$ cat src/logic/ccpu_pkg.sv
// Register map, field positions, mode codes and reset values of the capture/compare/PWM unit.
package ccpu_pkg;
    // ==========================================================
    // Register offsets
    localparam int ADDR_W = 3;
    localparam logic [2:0] ADDR_CONTROL = 3'h0;
    localparam logic [2:0] ADDR_CAPSEL = 3'h1;
    localparam logic [2:0] ADDR_VAL_LOW = 3'h2;
    localparam logic [2:0] ADDR_VAL_HIGH = 3'h3;
    localparam logic [2:0] ADDR_FLAG = 3'h4;
    // ==========================================================
    // Field positions
    localparam int CTL_EN_BIT = 7;
    localparam int CTL_OUT_BIT = 5;
    localparam int CTL_FMT_BIT = 4;
    localparam int CAP_TIMER_ZERO_BIT = 3;
    localparam int FLAG_BIT = 0;
    localparam int ENABLE_BIT = 1;
    // ==========================================================
    // Reset values
    localparam logic [7:0] CONTROL_RESET = 8'h00;
    localparam logic [3:0] CAPSEL_RESET = 4'h0;
    localparam logic [15:0] VALUE_RESET = 16'h0000;
    // ==========================================================
    // Mode codes
    localparam logic [3:0] MODE_OFF = 4'h0;
    localparam logic [3:0] MODE_TOGGLE_CLR = 4'h1;
    localparam logic [3:0] MODE_TOGGLE = 4'h2;
    localparam logic [3:0] MODE_CAP_EDGE = 4'h3;
    localparam logic [3:0] MODE_CAP_FALL = 4'h4;
    localparam logic [3:0] MODE_CAP_RISE = 4'h5;
    localparam logic [3:0] MODE_CAP_RISE4 = 4'h6;
    localparam logic [3:0] MODE_CAP_RISE16 = 4'h7;
    localparam logic [3:0] MODE_SET = 4'h8;
    localparam logic [3:0] MODE_CLEAR = 4'h9;
    localparam logic [3:0] MODE_PULSE = 4'hA;
    localparam logic [3:0] MODE_PULSE_CLR = 4'hB;
    localparam logic [3:0] MODE_PWM = 4'hF;
    // ==========================================================
    // Capture source codes and prescaler terminal counts
    localparam logic [2:0] SRC_PIN = 3'h0;
    localparam logic [2:0] SRC_CMP1 = 3'h1;
    localparam logic [2:0] SRC_CMP2 = 3'h2;
    localparam logic [2:0] SRC_OSC = 3'h3;
    localparam logic [2:0] SRC_PIN_CHANGE = 3'h4;
    localparam logic [2:0] SRC_CELL1 = 3'h5;
    localparam logic [2:0] SRC_CELL2 = 3'h6;
    localparam logic [3:0] PRESCALE_4_LAST = 4'h3;
    localparam logic [3:0] PRESCALE_16_LAST = 4'hF;
endpackage

$ cat src/logic/ccpu_unit.sv
// Capture/compare/PWM unit with an 8-bit register port.
//
// The implementer's own choices: the address map and the address-and-strobe port.
`timescale 1ns/10ps
module ccpu_unit #(
    parameter int PRESCALE_WIDTH = 4
)(
    input wire logic core_clk_in,
    input wire logic nrst_in,
    input wire logic [2:0] addr_in,
    input wire logic [7:0] wr_data_in,
    input wire logic wr_strobe_in,
    input wire logic rd_strobe_in,
    input wire logic [15:0] timer_zero_count_in,
    input wire logic [15:0] timer_one_count_in,
    input wire logic routed_input_pin_in,
    input wire logic comparator_one_out_in,
    input wire logic comparator_two_out_in,
    input wire logic numeric_oscillator_out_in,
    input wire logic pin_change_event_in,
    input wire logic logic_cell_one_out_in,
    input wire logic logic_cell_two_out_in,
    input wire logic pin_direction_in,
    input wire logic port_latch_in,
    input wire logic [7:0] base_counter_in,
    input wire logic [1:0] base_fraction_in,
    input wire logic [7:0] period_limit_in,
    input wire logic base_tick_in,
    input wire logic adc_trigger_select_in,
    input wire logic sleep_in,
    output logic [7:0] rd_data_out,
    output logic unit_out,
    output logic adc_trigger_out,
    output logic timer_one_reset_out,
    output logic wake_out,
    output logic unit_event_flag_out
);
    // ==========================================================
    // Parameter check
    generate
        if (PRESCALE_WIDTH < 4)
        begin : g_bad_width
            $error("Prescale counter must hold at least sixteen counts.");
        end
    endgenerate

    // ==========================================================
    // State
    logic [7:0] ctl_r, ctl_nxt;
    logic [3:0] capsel_r, capsel_nxt;
    logic [15:0] val_r, val_nxt;
    logic flag_r, flag_nxt, ien_r, ien_nxt, out_r, out_nxt;
    logic [PRESCALE_WIDTH-1:0] presc_r, presc_nxt;
    logic [7:0] src_vec, src_s1_r, src_s2_r;
    logic src_prev_r, src_mux;
    logic match_prev_r, pend_r, pend_nxt, adc_r, adc_nxt, trst_r, trst_nxt;
    logic pulse_r, pulse_nxt, wake_r, wake_nxt;
    logic [9:0] duty_buf_r, duty_buf_nxt, width, timebase;
    logic [7:0] rd_r, rd_nxt;
    logic [3:0] mode;
    logic is_cap, is_cmp, is_pwm, rise, fall, cap_event, cmp_eq, cmp_hit, reload;
    logic [15:0] cap_time;

    // ==========================================================
    // Capture source synchroniser and select
    // Every source passes two flip-flops before the select reads it.
    assign src_vec = {port_latch_in, logic_cell_two_out_in, logic_cell_one_out_in,
                      pin_change_event_in, numeric_oscillator_out_in, comparator_two_out_in,
                      comparator_one_out_in, routed_input_pin_in};

    always_comb
    begin
        case (capsel_r[2:0])
            ccpu_pkg::SRC_PIN: src_mux = pin_direction_in ? src_s2_r[0] : src_s2_r[7];
            ccpu_pkg::SRC_CMP1: src_mux = src_s2_r[1];
            ccpu_pkg::SRC_CMP2: src_mux = src_s2_r[2];
            ccpu_pkg::SRC_OSC: src_mux = src_s2_r[3];
            ccpu_pkg::SRC_PIN_CHANGE: src_mux = src_s2_r[4];
            ccpu_pkg::SRC_CELL1: src_mux = src_s2_r[5];
            ccpu_pkg::SRC_CELL2: src_mux = src_s2_r[6];
            default: src_mux = 1'b0;
        endcase
    end

    always_ff @(posedge core_clk_in or negedge nrst_in)
    begin
        if (!nrst_in)
        begin
            src_s1_r <= 8'h00;
            src_s2_r <= 8'h00;
            src_prev_r <= 1'b0;
            match_prev_r <= 1'b0;
        end
        else
        begin
            src_s1_r <= src_vec;
            src_s2_r <= src_s1_r;
            src_prev_r <= src_mux;
            match_prev_r <= cmp_eq;
        end
    end

    // ==========================================================
    // Mode decode and events
    always_comb
    begin
        mode = ctl_r[3:0];
        is_cap = ctl_r[ccpu_pkg::CTL_EN_BIT] && (mode >= ccpu_pkg::MODE_CAP_EDGE)
                 && (mode <= ccpu_pkg::MODE_CAP_RISE16);
        is_cmp = ctl_r[ccpu_pkg::CTL_EN_BIT] && ((mode == ccpu_pkg::MODE_TOGGLE_CLR)
                 || (mode == ccpu_pkg::MODE_TOGGLE) || ((mode >= ccpu_pkg::MODE_SET)
                 && (mode <= ccpu_pkg::MODE_PULSE_CLR)));
        is_pwm = ctl_r[ccpu_pkg::CTL_EN_BIT] && (mode == ccpu_pkg::MODE_PWM);
        rise = src_mux && !src_prev_r;
        fall = !src_mux && src_prev_r;
        case (mode)
            ccpu_pkg::MODE_CAP_EDGE: cap_event = rise || fall;
            ccpu_pkg::MODE_CAP_FALL: cap_event = fall;
            ccpu_pkg::MODE_CAP_RISE: cap_event = rise;
            ccpu_pkg::MODE_CAP_RISE4: cap_event = rise
                && (presc_r[3:0] == ccpu_pkg::PRESCALE_4_LAST);
            ccpu_pkg::MODE_CAP_RISE16: cap_event = rise
                && (presc_r[3:0] == ccpu_pkg::PRESCALE_16_LAST);
            default: cap_event = 1'b0;
        endcase
        cap_event = cap_event && is_cap;
        cap_time = capsel_r[ccpu_pkg::CAP_TIMER_ZERO_BIT] ? timer_zero_count_in
                                                          : timer_one_count_in;
        cmp_eq = (val_r == timer_one_count_in);
        cmp_hit = is_cmp && cmp_eq && !match_prev_r;
        width = ctl_r[ccpu_pkg::CTL_FMT_BIT] ? val_r[15:6]
                                             : {val_r[9:8], val_r[7:0]};
        timebase = {base_counter_in, base_fraction_in};
        reload = is_pwm && base_tick_in && (base_counter_in == period_limit_in);
    end

    // ==========================================================
    // Next state
    always_comb
    begin
        ctl_nxt = ctl_r;
        capsel_nxt = capsel_r;
        val_nxt = val_r;
        ien_nxt = ien_r;
        flag_nxt = flag_r;
        out_nxt = out_r;
        presc_nxt = presc_r;
        duty_buf_nxt = duty_buf_r;
        pulse_nxt = 1'b0;
        rd_nxt = 8'h00;
        if (wr_strobe_in)
        begin
            case (addr_in)
                ccpu_pkg::ADDR_CONTROL: ctl_nxt = {wr_data_in[7], 2'b00, wr_data_in[4:0]};
                ccpu_pkg::ADDR_CAPSEL: capsel_nxt = wr_data_in[3:0];
                ccpu_pkg::ADDR_VAL_LOW: val_nxt[7:0] = wr_data_in;
                ccpu_pkg::ADDR_VAL_HIGH: val_nxt[15:8] = wr_data_in;
                ccpu_pkg::ADDR_FLAG:
                begin
                    flag_nxt = wr_data_in[ccpu_pkg::FLAG_BIT];
                    ien_nxt = wr_data_in[ccpu_pkg::ENABLE_BIT];
                end
                default: ;
            endcase
        end
        if (rd_strobe_in)
        begin
            case (addr_in)
                ccpu_pkg::ADDR_CONTROL: rd_nxt = {ctl_r[7:6], out_r, ctl_r[4:0]};
                ccpu_pkg::ADDR_CAPSEL: rd_nxt = {4'h0, capsel_r};
                ccpu_pkg::ADDR_VAL_LOW: rd_nxt = val_r[7:0];
                ccpu_pkg::ADDR_VAL_HIGH: rd_nxt = val_r[15:8];
                ccpu_pkg::ADDR_FLAG: rd_nxt = {6'h00, ien_r, flag_r};
                default: rd_nxt = 8'h00;
            endcase
        end
        if (!is_cap)
            presc_nxt = '0;
        else if (rise && ((mode == ccpu_pkg::MODE_CAP_RISE4)
                 || (mode == ccpu_pkg::MODE_CAP_RISE16)))
            presc_nxt = cap_event ? '0 : presc_r + 1'b1;
        if (cap_event)
            val_nxt = cap_time;
        if (cap_event || cmp_hit)
            flag_nxt = 1'b1;
        if (cmp_hit)
        begin
            case (mode)
                ccpu_pkg::MODE_TOGGLE_CLR, ccpu_pkg::MODE_TOGGLE: out_nxt = !out_r;
                ccpu_pkg::MODE_SET: out_nxt = 1'b1;
                ccpu_pkg::MODE_CLEAR: out_nxt = 1'b0;
                default:
                begin
                    out_nxt = 1'b1;
                    pulse_nxt = 1'b1;
                end
            endcase
        end
        else if (pulse_r)
            out_nxt = 1'b0;
        if (reload)
        begin
            duty_buf_nxt = width;
            out_nxt = (width != 10'h000);
        end
        else if (is_pwm && (timebase == duty_buf_r))
            out_nxt = 1'b0;
        if (ctl_r == 8'h00)
            out_nxt = 1'b0;
        adc_nxt = cmp_hit && adc_trigger_select_in;
        pend_nxt = cmp_hit && ((mode == ccpu_pkg::MODE_TOGGLE_CLR)
                   || (mode == ccpu_pkg::MODE_PULSE_CLR));
        trst_nxt = pend_r && cmp_eq;
        wake_nxt = sleep_in && flag_nxt && ien_r;
    end

    // ==========================================================
    // Registers
    always_ff @(posedge core_clk_in or negedge nrst_in)
    begin
        if (!nrst_in)
        begin
            ctl_r <= ccpu_pkg::CONTROL_RESET;
            capsel_r <= ccpu_pkg::CAPSEL_RESET;
            val_r <= ccpu_pkg::VALUE_RESET;
            ien_r <= 1'b0;
            flag_r <= 1'b0;
            out_r <= 1'b0;
            presc_r <= '0;
            duty_buf_r <= 10'h000;
            pulse_r <= 1'b0;
            adc_r <= 1'b0;
            pend_r <= 1'b0;
            trst_r <= 1'b0;
            wake_r <= 1'b0;
            rd_r <= 8'h00;
        end
        else
        begin
            ctl_r <= ctl_nxt;
            capsel_r <= capsel_nxt;
            val_r <= val_nxt;
            ien_r <= ien_nxt;
            flag_r <= flag_nxt;
            out_r <= out_nxt;
            presc_r <= presc_nxt;
            duty_buf_r <= duty_buf_nxt;
            pulse_r <= pulse_nxt;
            adc_r <= adc_nxt;
            pend_r <= pend_nxt;
            trst_r <= trst_nxt;
            wake_r <= wake_nxt;
            rd_r <= rd_nxt;
        end
    end

    assign rd_data_out = rd_r;
    assign unit_out = out_r;
    assign adc_trigger_out = adc_r;
    assign timer_one_reset_out = trst_r;
    assign wake_out = wake_r;
    assign unit_event_flag_out = flag_r;
endmodule

$ cat config.mk
export PLATFORM = sky130hd
export DESIGN_NAME = ccpu_unit
export DESIGN_NICKNAME = d
export VERILOG_FILES = /design/src/logic/ccpu_pkg.sv /design/src/logic/ccpu_unit.sv
export SDC_FILE = /design/constraint.sdc
export NUM_CORES = 1
export LEC_CHECK = 0
export BUFFER_PORTS_ARGS = -buffer_cell sky130_fd_sc_hd__clkbuf_2
export CORE_ASPECT_RATIO = 1.2
export CORE_MARGIN = 3
export CORE_UTILIZATION = 30
export DETAILED_ROUTE_END_ITERATION = 8
export MAX_ROUTING_LAYER = met4
export PLACE_DENSITY = 0.46
export SLEW_MARGIN = 15
export SYNTH_ARGS = -nofsm -noshare
export SYNTH_HDL_FRONTEND = slang
export SYNTH_SLANG_ARGS = --single-unit
$ cat constraint.sdc
create_clock -name core_clk_in -period 4.5 [get_ports core_clk_in]
set_input_delay 0.45 -clock core_clk_in [delete_from_list [all_inputs] [get_ports core_clk_in]]
set_output_delay 0.45 -clock core_clk_in [all_outputs]
set_load 0.02 [all_outputs]
==> impl_metrics.toml <==
[critical_path]
crit_path_end_kind = "register"
crit_start = "src_s2_r[7]"
worstPathCellList = "mux2_2 > mux4_2 > o21ai_0 > inv_1 > ha_1 > or3_1 > o22ai_1 > a31oi_1 > nor3_4 > buf_4 > inv_1 > a31oi_1"
rr_worst_depth = 12
cp.required_ns = 4.76
crit_type = "register to register"
r2r-start = "src_s2_r[7]"
r2r_slack_ns = 1.39
cpPeakStageDelay_ns = 0.44
r2r_end = "wake_out"
cp.arrival_ns = 3.37
crit_family = "multiplexers"
cp.depth = 12
worst-path-max-fanout = 33
startpoint_type = "register"
cp.buffers_inverters = 3
slowest_stage = "mux4_2"

[yosys]
synth_enable_flop_cells = 0
syn_nets = 439
synthCells = 359
synth.distinct_cells = 48
synth_ff_type = "dfrtp_1"
yosys_warnings = 0
synth-seq-cells = 74
avgSynthCellArea_um2 = 10.93
synth.cell_area_mm2 = 0.003924
synthArstFlopShare_pct = 100.0
synth_seq_area_share_pct = 47.19

[layout]
syn2layout_area_growth_pct = 22.29
post-route-util_pct = 37.71
diodes = 0
fill_cells = 1347
drive_gt1_share_pct = 31.08
nNetsFinal = 519

[floorplan]
core.rowCount = 45
chipWidth_um = 110.4
coreArea_mm2 = 0.01272
dieHeight_um = 131.3
initial_core_util_pct = 30.84
die_area_mm2 = 0.01449
pin_count = 90

[timing]
finalHoldViolCount = 0
relSlewSlack_pct = 28.61
max_freq_ghz = 0.3215
tns_ns = 0
fin_skew_ns = 0.007125
grt_setup_unrepaired = "false"
worstMarginPinSlew_ns = 1.067
min_period_ns = 3.110
finalWorstSetupSlack_ns = 1.390
slew_viol_final = 0
period_share_pct = 69.11
setup_viol = 0

[clock_tree]
cts_tree = "done"
cts-buffers-inserted = 9
clockBufferDepth = 2
cts_resized = 0
path_clk_slew_ns = 0.06
cts_root_buf = "clkbuf_16"
h-tree-depth = 3
post-cts-setup-buffers = 0
clkSinkCount = 74
cts.hold.buffers_added = 0
clkLatencyLatePin_ns = 0.33

[global_routing]
grt_pass1_wl_mm = 16.57
track_usage_pct = 14.81
antenna_found_initial = 0
grt_start_max_net_pins = 75
grt_pass1_vias = 3103
grt-ovfl-total = 0

[routing]
drtAntennaViolNets = 0
drtIter0Drc = 121
num_vias = 2951
vias_per_cell = 4.854
routedWlPerCell_um = 16.76
wl_mm = 10.19
firstDrtPassIters = 4
drc = 0

[worst_hold_path]
hold-path-endpoint = "src_s1_r[1]"
worstHoldStart = "comparator_one_out_in"
hold_class = "primary input to register"
whs_path_depth = 1

[place]
port_buffers = 89
dp_slack_ns = 1.133
place.gp.congestion = 0.7676
place_hpwl_mm = 7.596

[run_status]
status = "completed"

[power]
p_per_area_mw_per_mm2 = 494.1
vdd_ir_drop_max_uv = 184.0
leakage_uw = 0.002188

[run]
maxCapViolCount = 0
how the worst max path moves through the flow:
stage / endpoint / slack [ns]
3_3_place_gp: wake_out / 1.18
6_report: wake_out / 1.39
3_5_place_dp: wake_out / 1.13
2_1_floorplan: val_r[0] / 1.55
4_1_cts: wake_out / 1.37
5_1_grt: wake_out / 1.13
layout by cell type (no fill, tap or decap), types with 2 or more instances in the layout:
cell type	n
nor2b_1	11
mux2_2	18
nand2_1	23
o211ai_1	2
or4_1	2
clkbuf_16	9
nor4_1	7
nand2b_1	2
xor2_1	8
a21oi_2	6
ha_1	3
buf_4	2
and3_1	2
a22oi_1	2
xnor2_1	28
or3_1	2
dfrtp_1	74
clkbuf_2	88
nor2_1	20
nand3_1	6
mux4_2	5
a31oi_1	8
a211oi_1	8
inv_1	9
mux2i_1	34
nor3b_1	4
o21ai_1	5
nand4_1	7
o21ai_0	12
bufinv_16	2
nor3_1	4
clkinv_4	3
a21oi_1	12
power breakdown:
group	total (uW)	internal [uW]	switching, uW
Clock	791	490	301
Combinational	568	313	255
Sequential	1010	779	233
worst register-to-register path, delay by kind of cell, from the launching register on:
kind                     cells  cell delay [ns]
multiplexers                 2             0.70
AO/OA/AOI/OAI                4             0.66
buffers and inverters        3             0.55
AND/OR/NAND/NOR              2             0.51
flip-flops                   1             0.36
adder cells (fa/ha/maj)      1             0.27
routing by layer:
metal | track usage [%] | part of all wire [%] | vias to the layer above
met4 | 4.997 | 1.6 | 0
met5 | - | 0 | -
met1 | 19.68 | 47 | 1420
met3 | 2.948 | 3.5 | 12
li1 | - | - | 1443
met2 | 22.71 | 48 | 76
stage by stage:
| step | std cells | total power [uW] | hold slack, ns | instance area (um2) |
|---|---|---|---|---|
| after floorplan | 359 | 1375 | 0.1544 | 3924 |
| after global placement | 592 | 1588 | 0.3337 | 4471 |
| after detailed placement | 592 | 1600 | 0.3347 | 4471 |
| after CTS | 608 | 2397 | 0.2025 | 4798 |
| after global routing | 608 | 2507 | 0.2048 | 4798 |
| final | 608 | 2371 | 0.2161 | 4798 |
final cells by class:
class	count	area [um2]	share of cell area [%]
Inverter	9	33.78	0.7040
Clock inverter	7	102.6	2.138
Clock buffer	9	225.2	4.694
Timing Repair Buffer	90	455.4	9.492
Sequential cell	74	1852	38.59
Tap cell	164	205.2	4.276
Multi-Input combinational cell	255	1924	40.10
registers in the layout, indices dropped and copies added, names as in the netlist, 4 cells and up:
register / flops
rd_data_out: 8
src_s2_r: 8
val_r: 16
duty_buf_r: 10
ctl_r: 6
capsel_r: 4
presc_r: 4
src_s1_r: 8
synthesized netlist by cell type, types with 2 or more instances:
| cell type | instances | share of area, % |
|---|---|---|
| xnor2_1 | 28 | 6.3 |
| nor3b_1 | 4 | 0.77 |
| nor4_1 | 7 | 1.1 |
| a21oi_1 | 12 | 1.5 |
| a211oi_1 | 8 | 1.5 |
| a22oi_1 | 2 | 0.38 |
| buf_4 | 3 | 0.57 |
| nand2b_1 | 2 | 0.32 |
| dfrtp_1 | 74 | 47 |
| nor2_1 | 20 | 1.9 |
| mux2i_1 | 34 | 8.7 |
| nor2b_1 | 11 | 1.8 |
| nand2_1 | 23 | 2.2 |
| or3_1 | 2 | 0.32 |
| nand3_1 | 6 | 0.77 |
| inv_1 | 9 | 0.86 |
| o21ai_1 | 5 | 0.64 |
| nand4_1 | 7 | 1.1 |
| mux4_2 | 5 | 2.9 |
| buf_2 | 6 | 0.77 |
| or4_1 | 2 | 0.38 |
| buf_6 | 2 | 0.57 |
| a21oi_2 | 6 | 1.3 |
| and3_1 | 2 | 0.32 |
| o21ai_0 | 12 | 1.5 |
| ha_1 | 3 | 0.96 |
| clkbuf_1 | 8 | 0.77 |
| mux2_2 | 18 | 5.2 |
| a31oi_1 | 8 | 1.3 |
| nor3_1 | 4 | 0.51 |
| o211ai_1 | 2 | 0.38 |
| xor2_1 | 8 | 1.8 |
cell families after synthesis:
logic type / synth area share [%]
simple gates: 13.55
flops: 47.19
compound gates: 9.790
mux: 16.71
xor+xnor: 8.036
buf+inv: 3.762
fa+ha+maj: 0.9567
Power figures use the tool's default switching activity.
